## src/spi_port_pkg.sv

```systemverilog
package spi_port_pkg;

   // Register indexes on the plain register port.
   localparam logic [2:0] OFS_CTL = 3'h0;
   localparam logic [2:0] OFS_BUF = 3'h1;
   localparam logic [2:0] OFS_STAT = 3'h2;
   localparam logic [2:0] OFS_EVT = 3'h3;
   localparam logic [2:0] OFS_MASK = 3'h4;

   // Reset values and field positions.
   localparam logic [7:0] CTL_RESET = 8'h00;
   localparam logic [7:0] BUF_RESET = 8'h00;
   localparam int STAT_BF_BIT = 0;
   localparam int EVT_W = 3;
   localparam int EVT_RX_BIT = 0;
   localparam int EVT_WRITE_COLLISION_FLAG_BIT = 1;
   localparam int EVT_OVF_BIT = 2;
   localparam logic [EVT_W-1:0] EVT_RESET = 3'h0;

   // Mode codes of the port_mode_select field.
   localparam logic [3:0] MODE_M_DIV4 = 4'h0;
   localparam logic [3:0] MODE_M_DIV16 = 4'h1;
   localparam logic [3:0] MODE_M_DIV64 = 4'h2;
   localparam logic [3:0] MODE_M_TMR = 4'h3;
   localparam logic [3:0] MODE_S_SEL = 4'h4;
   localparam logic [3:0] MODE_S_FREE = 4'h5;

   // Bit clock dividers; the half period in core clocks follows from them.
   localparam int OSC_DIV_FAST = 4;
   localparam int OSC_DIV_MID = 16;
   localparam int OSC_DIV_SLOW = 64;
   localparam int TMR_DIV = 2;
   localparam logic [5:0] HALF_FAST = 6'(OSC_DIV_FAST / 2);
   localparam logic [5:0] HALF_MID = 6'(OSC_DIV_MID / 2);
   localparam logic [5:0] HALF_SLOW = 6'(OSC_DIV_SLOW / 2);
   localparam logic [3:0] BYTE_BITS = 4'h8;

   // Layout of serial_port_control, bit 7 down to bit 0.
   typedef struct packed {
      logic write_collision_flag;
      logic receive_overflow_flag;
      logic port_enable_bit;
      logic clock_idle_polarity;
      logic [3:0] port_mode_select;
   } ctl_s;

   // Serial pins sampled from outside the clock domain.
   typedef struct packed {
      logic sck;
      logic sdi;
      logic sel_n;
   } pins_s;

endpackage

```

## src/spi_port_control_config.sv

```systemverilog
// Design decisions made here: the register addresses and strobed register access.
`timescale 1ns/1ps
module spi_port_control_config
   import spi_port_pkg::*;
(
   input wire logic clk_i,
   input wire logic rst_i,
   input wire logic [2:0] addr_i,
   input wire logic [7:0] wdata_i,
   input wire logic we_i,
   input wire logic re_i,
   output logic [7:0] rdata_o,
   input wire logic tmr_tick_i,
   input wire logic sck_i,
   output logic sck_o,
   output logic sck_oe_n_o,
   input wire logic sdi_i,
   output logic sdo_o,
   output logic sdo_oe_n_o,
   input wire logic sel_n_i,
   output logic irq_o
);

   ////////////////////////////////////////////////////////////////////////////
   // Pin synchronisers and state.

   pins_s sync1_r, sync2_r;
   logic sck_d_r;
   ctl_s ctl_r;
   logic [7:0] transfer_buffer, serial_shift_reg;
   logic buffer_full_flag, busy_r, phase_r, phase_nxt, in_bit_r;
   logic [3:0] cnt_r;
   logic [5:0] div_r;
   logic [EVT_W-1:0] evt_r, mask_r, evt_nxt;
   logic [7:0] rdata_r;
   logic sck_r, sck_oe_n_r, sdo_r, sdo_oe_n_r, irq_r;

   // Half period of the master bit clock in core clocks.
   function automatic logic [5:0] half_of(input logic [3:0] mode);
      case (mode)
         MODE_M_DIV4: half_of = HALF_FAST;
         MODE_M_DIV16: half_of = HALF_MID;
         default: half_of = HALF_SLOW;
      endcase
   endfunction

   // Two flops before any logic looks at a pin.
   always_ff @(posedge clk_i or posedge rst_i) begin
      if (rst_i) begin
         sync1_r <= '1;
         sync2_r <= '1;
         sck_d_r <= 1'b0;
      end else begin
         sync1_r <= '{sck: sck_i, sdi: sdi_i, sel_n: sel_n_i};
         sync2_r <= sync1_r;
         sck_d_r <= sync2_r.sck;
      end
   end

   ////////////////////////////////////////////////////////////////////////////
   // Mode decode and shift strobes.

   logic master_w, slave_w, sel_ok_w, kill_w, tick_w, act_w, act_d_w;
   logic lead_w, trail_w, done_w, busy_any_w, buf_wr_w, wr_ok_w, collide_w;
   logic rd_buf_w, bf_eff_w;
   logic [7:0] rx_byte_w;

   // Reserved codes leave the port idle, exactly like a cleared enable.
   assign master_w = ctl_r.port_enable_bit && (ctl_r.port_mode_select <= MODE_M_TMR);
   assign slave_w = ctl_r.port_enable_bit &&
                    (ctl_r.port_mode_select == MODE_S_SEL || ctl_r.port_mode_select == MODE_S_FREE);
   assign sel_ok_w = (ctl_r.port_mode_select == MODE_S_FREE) || !sync2_r.sel_n;
   assign kill_w = !(master_w || slave_w) || (slave_w && !sel_ok_w);
   assign tick_w = (ctl_r.port_mode_select == MODE_M_TMR) ? tmr_tick_i
                 : (div_r == half_of(ctl_r.port_mode_select) - 6'h01);
   assign act_w = sync2_r.sck ^ ctl_r.clock_idle_polarity;
   assign act_d_w = sck_d_r ^ ctl_r.clock_idle_polarity;
   assign lead_w = (master_w && busy_r && tick_w && !phase_r) || (slave_w && sel_ok_w && act_w && !act_d_w);
   assign trail_w = (master_w && busy_r && tick_w && phase_r) || (slave_w && sel_ok_w && !act_w && act_d_w);
   assign done_w = trail_w && (cnt_r == BYTE_BITS - 4'h1);
   assign rx_byte_w = {serial_shift_reg[6:0], master_w ? sync2_r.sdi : in_bit_r};
   assign busy_any_w = master_w ? busy_r : (cnt_r != 4'h0 || phase_r);
   assign buf_wr_w = we_i && addr_i == OFS_BUF;
   assign wr_ok_w = buf_wr_w && (master_w || slave_w) && !busy_any_w;
   assign collide_w = buf_wr_w && ctl_r.port_enable_bit && busy_any_w;
   assign rd_buf_w = re_i && addr_i == OFS_BUF;
   assign bf_eff_w = buffer_full_flag && !rd_buf_w;

   // Phase is high while the clock sits at its active level.
   always_comb begin
      phase_nxt = phase_r;
      if (kill_w || wr_ok_w) begin
         phase_nxt = 1'b0;
      end else if (lead_w) begin
         phase_nxt = 1'b1;
      end else if (trail_w) begin
         phase_nxt = 1'b0;
      end
   end

   ////////////////////////////////////////////////////////////////////////////
   // Shifter: sdi lags two cycles, a whole fast half period, so a master takes its bit at the trailing edge.

   always_ff @(posedge clk_i or posedge rst_i) begin
      if (rst_i) begin
         serial_shift_reg <= 8'h00;
         cnt_r <= 4'h0;
         busy_r <= 1'b0;
         phase_r <= 1'b0;
         in_bit_r <= 1'b0;
      end else begin
         phase_r <= phase_nxt;
         if (kill_w) begin
            cnt_r <= 4'h0;
            busy_r <= 1'b0;
         end else if (wr_ok_w) begin
            serial_shift_reg <= wdata_i;
            cnt_r <= 4'h0;
            busy_r <= master_w;
         end else begin
            if (lead_w) begin
               in_bit_r <= sync2_r.sdi;
            end
            if (trail_w) begin
               serial_shift_reg <= rx_byte_w;
               cnt_r <= done_w ? 4'h0 : cnt_r + 4'h1;
               if (done_w) begin
                  busy_r <= 1'b0;
               end
            end
         end
      end
   end

   // Divider restarts with every transfer so the first edge is a full half period away.
   always_ff @(posedge clk_i or posedge rst_i) begin
      if (rst_i) begin
         div_r <= 6'h00;
      end else if (!busy_r || tick_w) begin
         div_r <= 6'h00;
      end else begin
         div_r <= div_r + 6'h01;
      end
   end

   // Pin drivers; the clock rests at the idle polarity whenever phase is low.
   always_ff @(posedge clk_i or posedge rst_i) begin
      if (rst_i) begin
         sck_r <= 1'b0;
         sck_oe_n_r <= 1'b1;
         sdo_r <= 1'b0;
         sdo_oe_n_r <= 1'b1;
      end else begin
         sck_r <= ctl_r.clock_idle_polarity ^ phase_nxt;
         sck_oe_n_r <= !master_w;
         sdo_oe_n_r <= !(master_w || (slave_w && sel_ok_w));
         if (wr_ok_w) begin
            sdo_r <= wdata_i[7];
         end else if (trail_w) begin
            sdo_r <= serial_shift_reg[6];
         end
      end
   end

   ////////////////////////////////////////////////////////////////////////////
   // Buffer, control, events and register reads.

   // A slave that finishes a byte while the old one is unread loses the new byte; a master overwrites.
   always_ff @(posedge clk_i or posedge rst_i) begin
      if (rst_i) begin
         transfer_buffer <= BUF_RESET;
         buffer_full_flag <= 1'b0;
      end else begin
         if (wr_ok_w) begin
            transfer_buffer <= wdata_i;
         end
         if (done_w && (!bf_eff_w || master_w)) begin
            transfer_buffer <= rx_byte_w;
            buffer_full_flag <= 1'b1;
         end else if (rd_buf_w) begin
            buffer_full_flag <= 1'b0;
         end
      end
   end

   // Hardware setting of the two flags wins over a software write in the same cycle.
   always_ff @(posedge clk_i or posedge rst_i) begin
      if (rst_i) begin
         ctl_r <= CTL_RESET;
      end else begin
         if (we_i && addr_i == OFS_CTL) begin
            ctl_r <= wdata_i;
         end
         if (collide_w) begin
            ctl_r.write_collision_flag <= 1'b1;
         end
         if (done_w && bf_eff_w && slave_w) begin
            ctl_r.receive_overflow_flag <= 1'b1;
         end
      end
   end

   // Sticky events, cleared by reading them; a new event in the read cycle survives.
   always_comb begin
      evt_nxt = (re_i && addr_i == OFS_EVT) ? EVT_RESET : evt_r;
      evt_nxt[EVT_RX_BIT] = evt_nxt[EVT_RX_BIT] | done_w;
      evt_nxt[EVT_WRITE_COLLISION_FLAG_BIT] = evt_nxt[EVT_WRITE_COLLISION_FLAG_BIT] | collide_w;
      evt_nxt[EVT_OVF_BIT] = evt_nxt[EVT_OVF_BIT] | (done_w && bf_eff_w && slave_w);
   end

   always_ff @(posedge clk_i or posedge rst_i) begin
      if (rst_i) begin
         evt_r <= EVT_RESET;
         mask_r <= EVT_RESET;
         irq_r <= 1'b0;
      end else begin
         evt_r <= evt_nxt;
         if (we_i && addr_i == OFS_MASK) begin
            mask_r <= wdata_i[EVT_W-1:0];
         end
         irq_r <= |(evt_nxt & mask_r);
      end
   end

   // Read data stand in the cycle after the strobe; unmapped indexes read zero.
   always_ff @(posedge clk_i or posedge rst_i) begin
      if (rst_i) begin
         rdata_r <= 8'h00;
      end else if (re_i) begin
         case (addr_i)
            OFS_CTL: rdata_r <= ctl_r;
            OFS_BUF: rdata_r <= transfer_buffer;
            OFS_STAT: rdata_r <= 8'(buffer_full_flag) << STAT_BF_BIT;
            OFS_EVT: rdata_r <= {5'h00, evt_r};
            OFS_MASK: rdata_r <= {5'h00, mask_r};
            default: rdata_r <= 8'h00;
         endcase
      end else begin
         rdata_r <= 8'h00;
      end
   end

   assign rdata_o = rdata_r;
   assign sck_o = sck_r;
   assign sck_oe_n_o = sck_oe_n_r;
   assign sdo_o = sdo_r;
   assign sdo_oe_n_o = sdo_oe_n_r;
   assign irq_o = irq_r;

   ////////////////////////////////////////////////////////////////////////////
   // Checks.

   chk_idle_high_clock: assert property (@(posedge clk_i) disable iff (rst_i)
      (master_w && ctl_r.clock_idle_polarity && !busy_r && !phase_r) |=> sck_o)
      else $error("clock not high at idle");
   chk_idle_low_clock: assert property (@(posedge clk_i) disable iff (rst_i)
      (master_w && !ctl_r.clock_idle_polarity && !busy_r && !phase_r) |=> (!sck_o && !sck_oe_n_o))
      else $error("clock not driven low at idle");
   chk_free_slave_drive: assert property (@(posedge clk_i) disable iff (rst_i)
      (ctl_r.port_enable_bit && ctl_r.port_mode_select == MODE_S_FREE) |=> (!sdo_oe_n_o && sck_oe_n_o))
      else $error("free slave not driving data");
   chk_select_gates_out: assert property (@(posedge clk_i) disable iff (rst_i)
      (slave_w && ctl_r.port_mode_select == MODE_S_SEL && !sync2_r.sel_n) |=> !sdo_oe_n_o)
      else $error("selected slave not driving data");
   chk_timer_half_clock: assert property (@(posedge clk_i) disable iff (rst_i)
      (master_w && ctl_r.port_mode_select == MODE_M_TMR && busy_r && !phase_r && tmr_tick_i)
      |=> (sck_o != ctl_r.clock_idle_polarity))
      else $error("timer tick did not toggle clock");
   chk_slow_first_edge: assert property (@(posedge clk_i) disable iff (rst_i)
      ($rose(busy_r) && master_w && ctl_r.port_mode_select == MODE_M_DIV64)
      |-> ##31 (sck_o == ctl_r.clock_idle_polarity) ##1 (sck_o != ctl_r.clock_idle_polarity))
      else $error("divide by 64 edge misplaced");
   chk_fast_first_edge: assert property (@(posedge clk_i) disable iff (rst_i)
      ($rose(busy_r) && master_w && ctl_r.port_mode_select == MODE_M_DIV4)
      |-> ##1 (sck_o == ctl_r.clock_idle_polarity) ##1 (sck_o != ctl_r.clock_idle_polarity))
      else $error("divide by 4 edge misplaced");
   chk_write_collision: assert property (@(posedge clk_i) disable iff (rst_i)
      (collide_w && !done_w) |=> (ctl_r.write_collision_flag && $stable(transfer_buffer)))
      else $error("collision not flagged or write taken");
   chk_byte_to_buffer: assert property (@(posedge clk_i) disable iff (rst_i)
      (done_w && !bf_eff_w) |=> (buffer_full_flag && evt_r[EVT_RX_BIT] && transfer_buffer == $past(rx_byte_w)))
      else $error("received byte not delivered");
   chk_select_reset: assert property (@(posedge clk_i) disable iff (rst_i)
      (slave_w && ctl_r.port_mode_select == MODE_S_SEL && sync2_r.sel_n) |=> (cnt_r == 4'h0 && sdo_oe_n_o))
      else $error("deselect did not reset port");

endmodule

```

## config.mk

```make
export PLATFORM = sky130hd
export DESIGN_NAME = spi_port_control_config
export DESIGN_NICKNAME = d
export VERILOG_FILES = /design/src/spi_port_pkg.sv /design/src/spi_port_control_config.sv
export SDC_FILE = /design/constraint.sdc
export NUM_CORES = 1
export LEC_CHECK = 0
export ABC_AREA = 0
export ABC_CLOCK_PERIOD_IN_PS = 2950
export BUFFER_PORTS_ARGS = -buffer_cell sky130_fd_sc_hd__buf_2
export CORE_MARGIN = 2
export CORE_UTILIZATION = 53
export CTS_BUF_LIST = sky130_fd_sc_hd__clkbuf_16
export CTS_CLUSTER_SIZE = 28
export DETAILED_ROUTE_END_ITERATION = 16
export GPL_TIMING_DRIVEN = 0
export HOLD_SLACK_MARGIN = 0.03
export PLACE_DENSITY_LB_ADDON = 0.12
export SYNTH_ARGS = -nofsm -noshare
export SYNTH_HDL_FRONTEND = slang
export SYNTH_SLANG_ARGS = --single-unit
export TNS_END_PERCENT = 100
```

## constraint.sdc

```tcl
create_clock -name clk_i -period 2.95 [get_ports clk_i]
set_clock_uncertainty 0.05 [all_clocks]
set_input_delay 0.59 -clock clk_i [delete_from_list [all_inputs] [get_ports clk_i]]
set_output_delay 0.59 -clock clk_i [all_outputs]
set_load 0.01 [all_outputs]
```

==> results.py <==
metrics = {
    "placed_design": {
        "place_worst_setup_slack_ns": -0.3697,
        "dp_hpwl_mm": 4.622,
        "gp_congestion": 0.7656,
        "dpl.cell_count": 378,
        "port_buffers": 28,
    },
    "floorplanning": {
        "coreArea_mm2": 0.005608,
        "dieHeight_um": 80.75,
        "die-area_mm2": 0.006520,
        "die_w_um": 80.75,
        "start_util_pct": 55.67,
        "num_io_pins": 32,
        "rows": 27,
    },
    "drt": {
        "wl_mm": 6.710,
        "num_vias": 2241,
        "drt-wirelength-per-cell_um": 16.73,
        "final_antenna_net_count": 0,
        "drtPass1Iterations": 5,
        "drt-initial-drc-count": 159,
        "via_per_inst": 5.589,
        "drc": 0,
    },
    "synthesis": {
        "syn_area_per_cell_um2": 11.27,
        "ys_types": 50,
        "async_flop_share_pct": 100.0,
        "postSynthCellCount": 277,
        "synth_edf_count": 0,
        "ys_seq_elements": 63,
        "syn-num-nets": 300,
        "yosysSeqAreaShare_pct": 50.82,
        "synthesis.area_mm2": 0.003122,
        "synth_flop_cell": "dfrtp_1",
        "yosys_warnings": 0,
    },
    "grt": {
        "gr-total-overflow": 0,
        "antenna_found_initial": 0,
        "grt_max_degree": 39,
        "grt_pass1_wl_mm": 10.85,
        "first_global_vias": 2161,
        "gr-usage-all-layers_pct": 22.59,
    },
    "clock_tree": {
        "clk_latency_ns": 0.32,
        "root_buffer": "clkbuf_16",
        "cts.clk_slew.worst_paths_ns": 0.05,
        "hold_buffers": 0,
        "clock-sinks": 63,
        "htreeDepth": 3,
        "cts_buffer_depth": 2,
        "cts-buffers-inserted": 9,
        "cts_tree": "yes",
    },
    "sta": {
        "rsz0062_at_grt": "no",
        "setup_viol": 0,
        "min_period_ns": 2.781,
        "worst_slew_pin_slew_ns": 0.6826,
        "setup_tns_ns": 0,
        "finalHoldViolCount": 0,
        "fin_ws_ns": 0.1689,
        "fmax_mhz": 359.6,
        "slew-limit-headroom_pct": 54.50,
        "fin_crit_sh_pct": 94.28,
        "final_max_slew_viol_count": 0,
    },
    "power": {
        "power_density_mw_per_mm2": 694.7,
        "peakVddDrop_uv": 425.9,
        "total_power_mw": 2.609,
        "leakage_nw": 1.739,
    },
    "critical_path": {
        "cp-end-kind": "register",
        "cp_cell_sequence": "buf_6 -> nor3_4 -> nand2_1 -> ha_2 -> xnor2_2 -> mux2i_1 -> o2111a_2 -> a41oi_4 -> a2111oi_4 -> buf_4 -> mux2_2",
        "cp_top_family": "compound AO/OA/AOI/OAI gates",
        "rrSetupSlack_ns": 0.17,
        "worstPathMaxFanout": 10,
        "rr_endpoint": "transfer_buffer[7]",
        "cpPeakStageDelay_ns": 0.38,
        "reg2reg_from": "ctl_r[1]",
        "ff2ff_path_depth": 11,
        "start_kind": "register",
        "critPathRequiredTime_ns": 3.11,
        "critPathArrivalTime_ns": 2.94,
        "cp_slowest_cell": "dfrtp_1",
        "critPathKind": "register to register",
        "worst-path-buf-inv": 2,
    },
    "final_layout": {
        "final_cell_mix": "dfrtp_1 (55), mux2_2 (37), buf_2 (29)",
        "mostFrequentLayoutCell": "dfrtp_1",
        "fill_cells": 429,
        "nNetsFinal": 347,
        "final_cell_count_no_fill": 401,
        "drive_above_1_share_pct": 34.04,
        "diodes": 0,
        "area_delta_synth_final_pct": 20.28,
        "final_core_util_pct": 66.96,
    },
    "run_status": {
        "status": "finished clean",
    },
    "min_path": {
        "min_path_type": "input pin to async pin",
    },
    "job": {
        "maxCapViolCount": 0,
    },
}
## power breakdown
part           leakage, nW  internal (mW)  total, mW  switching [mW]
Clock                0.143          0.638       1.00           0.362
Sequential           0.805           1.01       1.11          0.0939
Combinational        0.791          0.258      0.503           0.244
Total                 1.74           1.91       2.61           0.700
## metrics by stage
step	instance area, um2	hold slack [ns]
2_1_floorplan	3122	0.2952
3_3_place_gp	3352	0.2957
3_5_place_dp	3372	0.2978
4_1_cts	3686	0.2874
5_1_grt	3755	0.3046
6_report	3755	0.2687
## kinds of logic (layout without fill, tap and decap cells)
logic type / Yosys count / in the layout / synth area share, %
AND/OR/NAND/NOR: 83 / 83 / 13.31
flip-flops: 63 / 63 / 50.82
multiplexers: 54 / 54 / 18.80
AO/OA/AOI/OAI: 44 / 44 / 10.58
buffers and inverters: 23 / 75 / 3.207
XOR/XNOR: 6 / 6 / 1.684
adder cells (fa/ha/maj): 4 / 4 / 1.603
## worst max-delay path by stage
stage,startpoint,endpoint,cells after the start
after floorplan,ctl_r[1],transfer_buffer[1],10
after global placement,ctl_r[1],transfer_buffer[6],10
after detailed placement,ctl_r[1],transfer_buffer[2],10
after CTS,ctl_r[1],serial_shift_reg[1],10
after global routing,ctl_r[1],transfer_buffer[7],11
final,ctl_r[1],transfer_buffer[7],11
## metal layers
layer / global-route usage (%) / up-vias / part of all wire, %
li1: - / 1079 / -
met1: 31.73 / 1088 / 48
met2: 34.58 / 62 / 46
met3: 3.889 / 12 / 4.6
met4: 10.00 / 0 / 1.9
met5: 0 / - / 0
## Yosys cell counts, drive strengths merged (3+ instances only)
| master | number | area (um2) |
|---|---|---|
| a21oi | 7 | 38.79 |
| a31oi | 4 | 25.02 |
| and3 | 3 | 18.77 |
| buf | 4 | 28.78 |
| clkbuf | 8 | 30.03 |
| dfrtp | 55 | 1376 |
| dfstp | 8 | 210.2 |
| ha | 4 | 50.05 |
| inv | 11 | 41.29 |
| mux2 | 37 | 416.7 |
| mux2i | 17 | 170.2 |
| nand2 | 22 | 82.58 |
| nand2b | 7 | 43.79 |
| nand3 | 8 | 40.04 |
| nor2 | 26 | 97.59 |
| nor4b | 3 | 26.28 |
| o21ai | 16 | 80.08 |
| xnor2 | 3 | 26.28 |
| xor2 | 3 | 26.28 |
## timing repair
| action | in CTS | in global routing |
|---|---|---|
| setup endpoints to repair | 24 | 23 |
| pin swaps | 1 | 4 |
| setup buffers | 3 | 4 |
| gates resized for setup | 4 | 13 |
## layout make-up
class                           count  area (um2)  area share (%)
Buffer                             12       70.07           1.866
Clock buffer                        9       225.2           5.998
Clock inverter                      7       55.05           1.466
Inverter                           11       41.29           1.100
Multi-Input combinational cell    191        1474           39.25
Sequential cell                    63        1587           42.25
Tap cell                           72       90.09           2.399
Timing Repair Buffer               36       212.7           5.665
No activity file was read; power rests on OpenSTA's default activity.
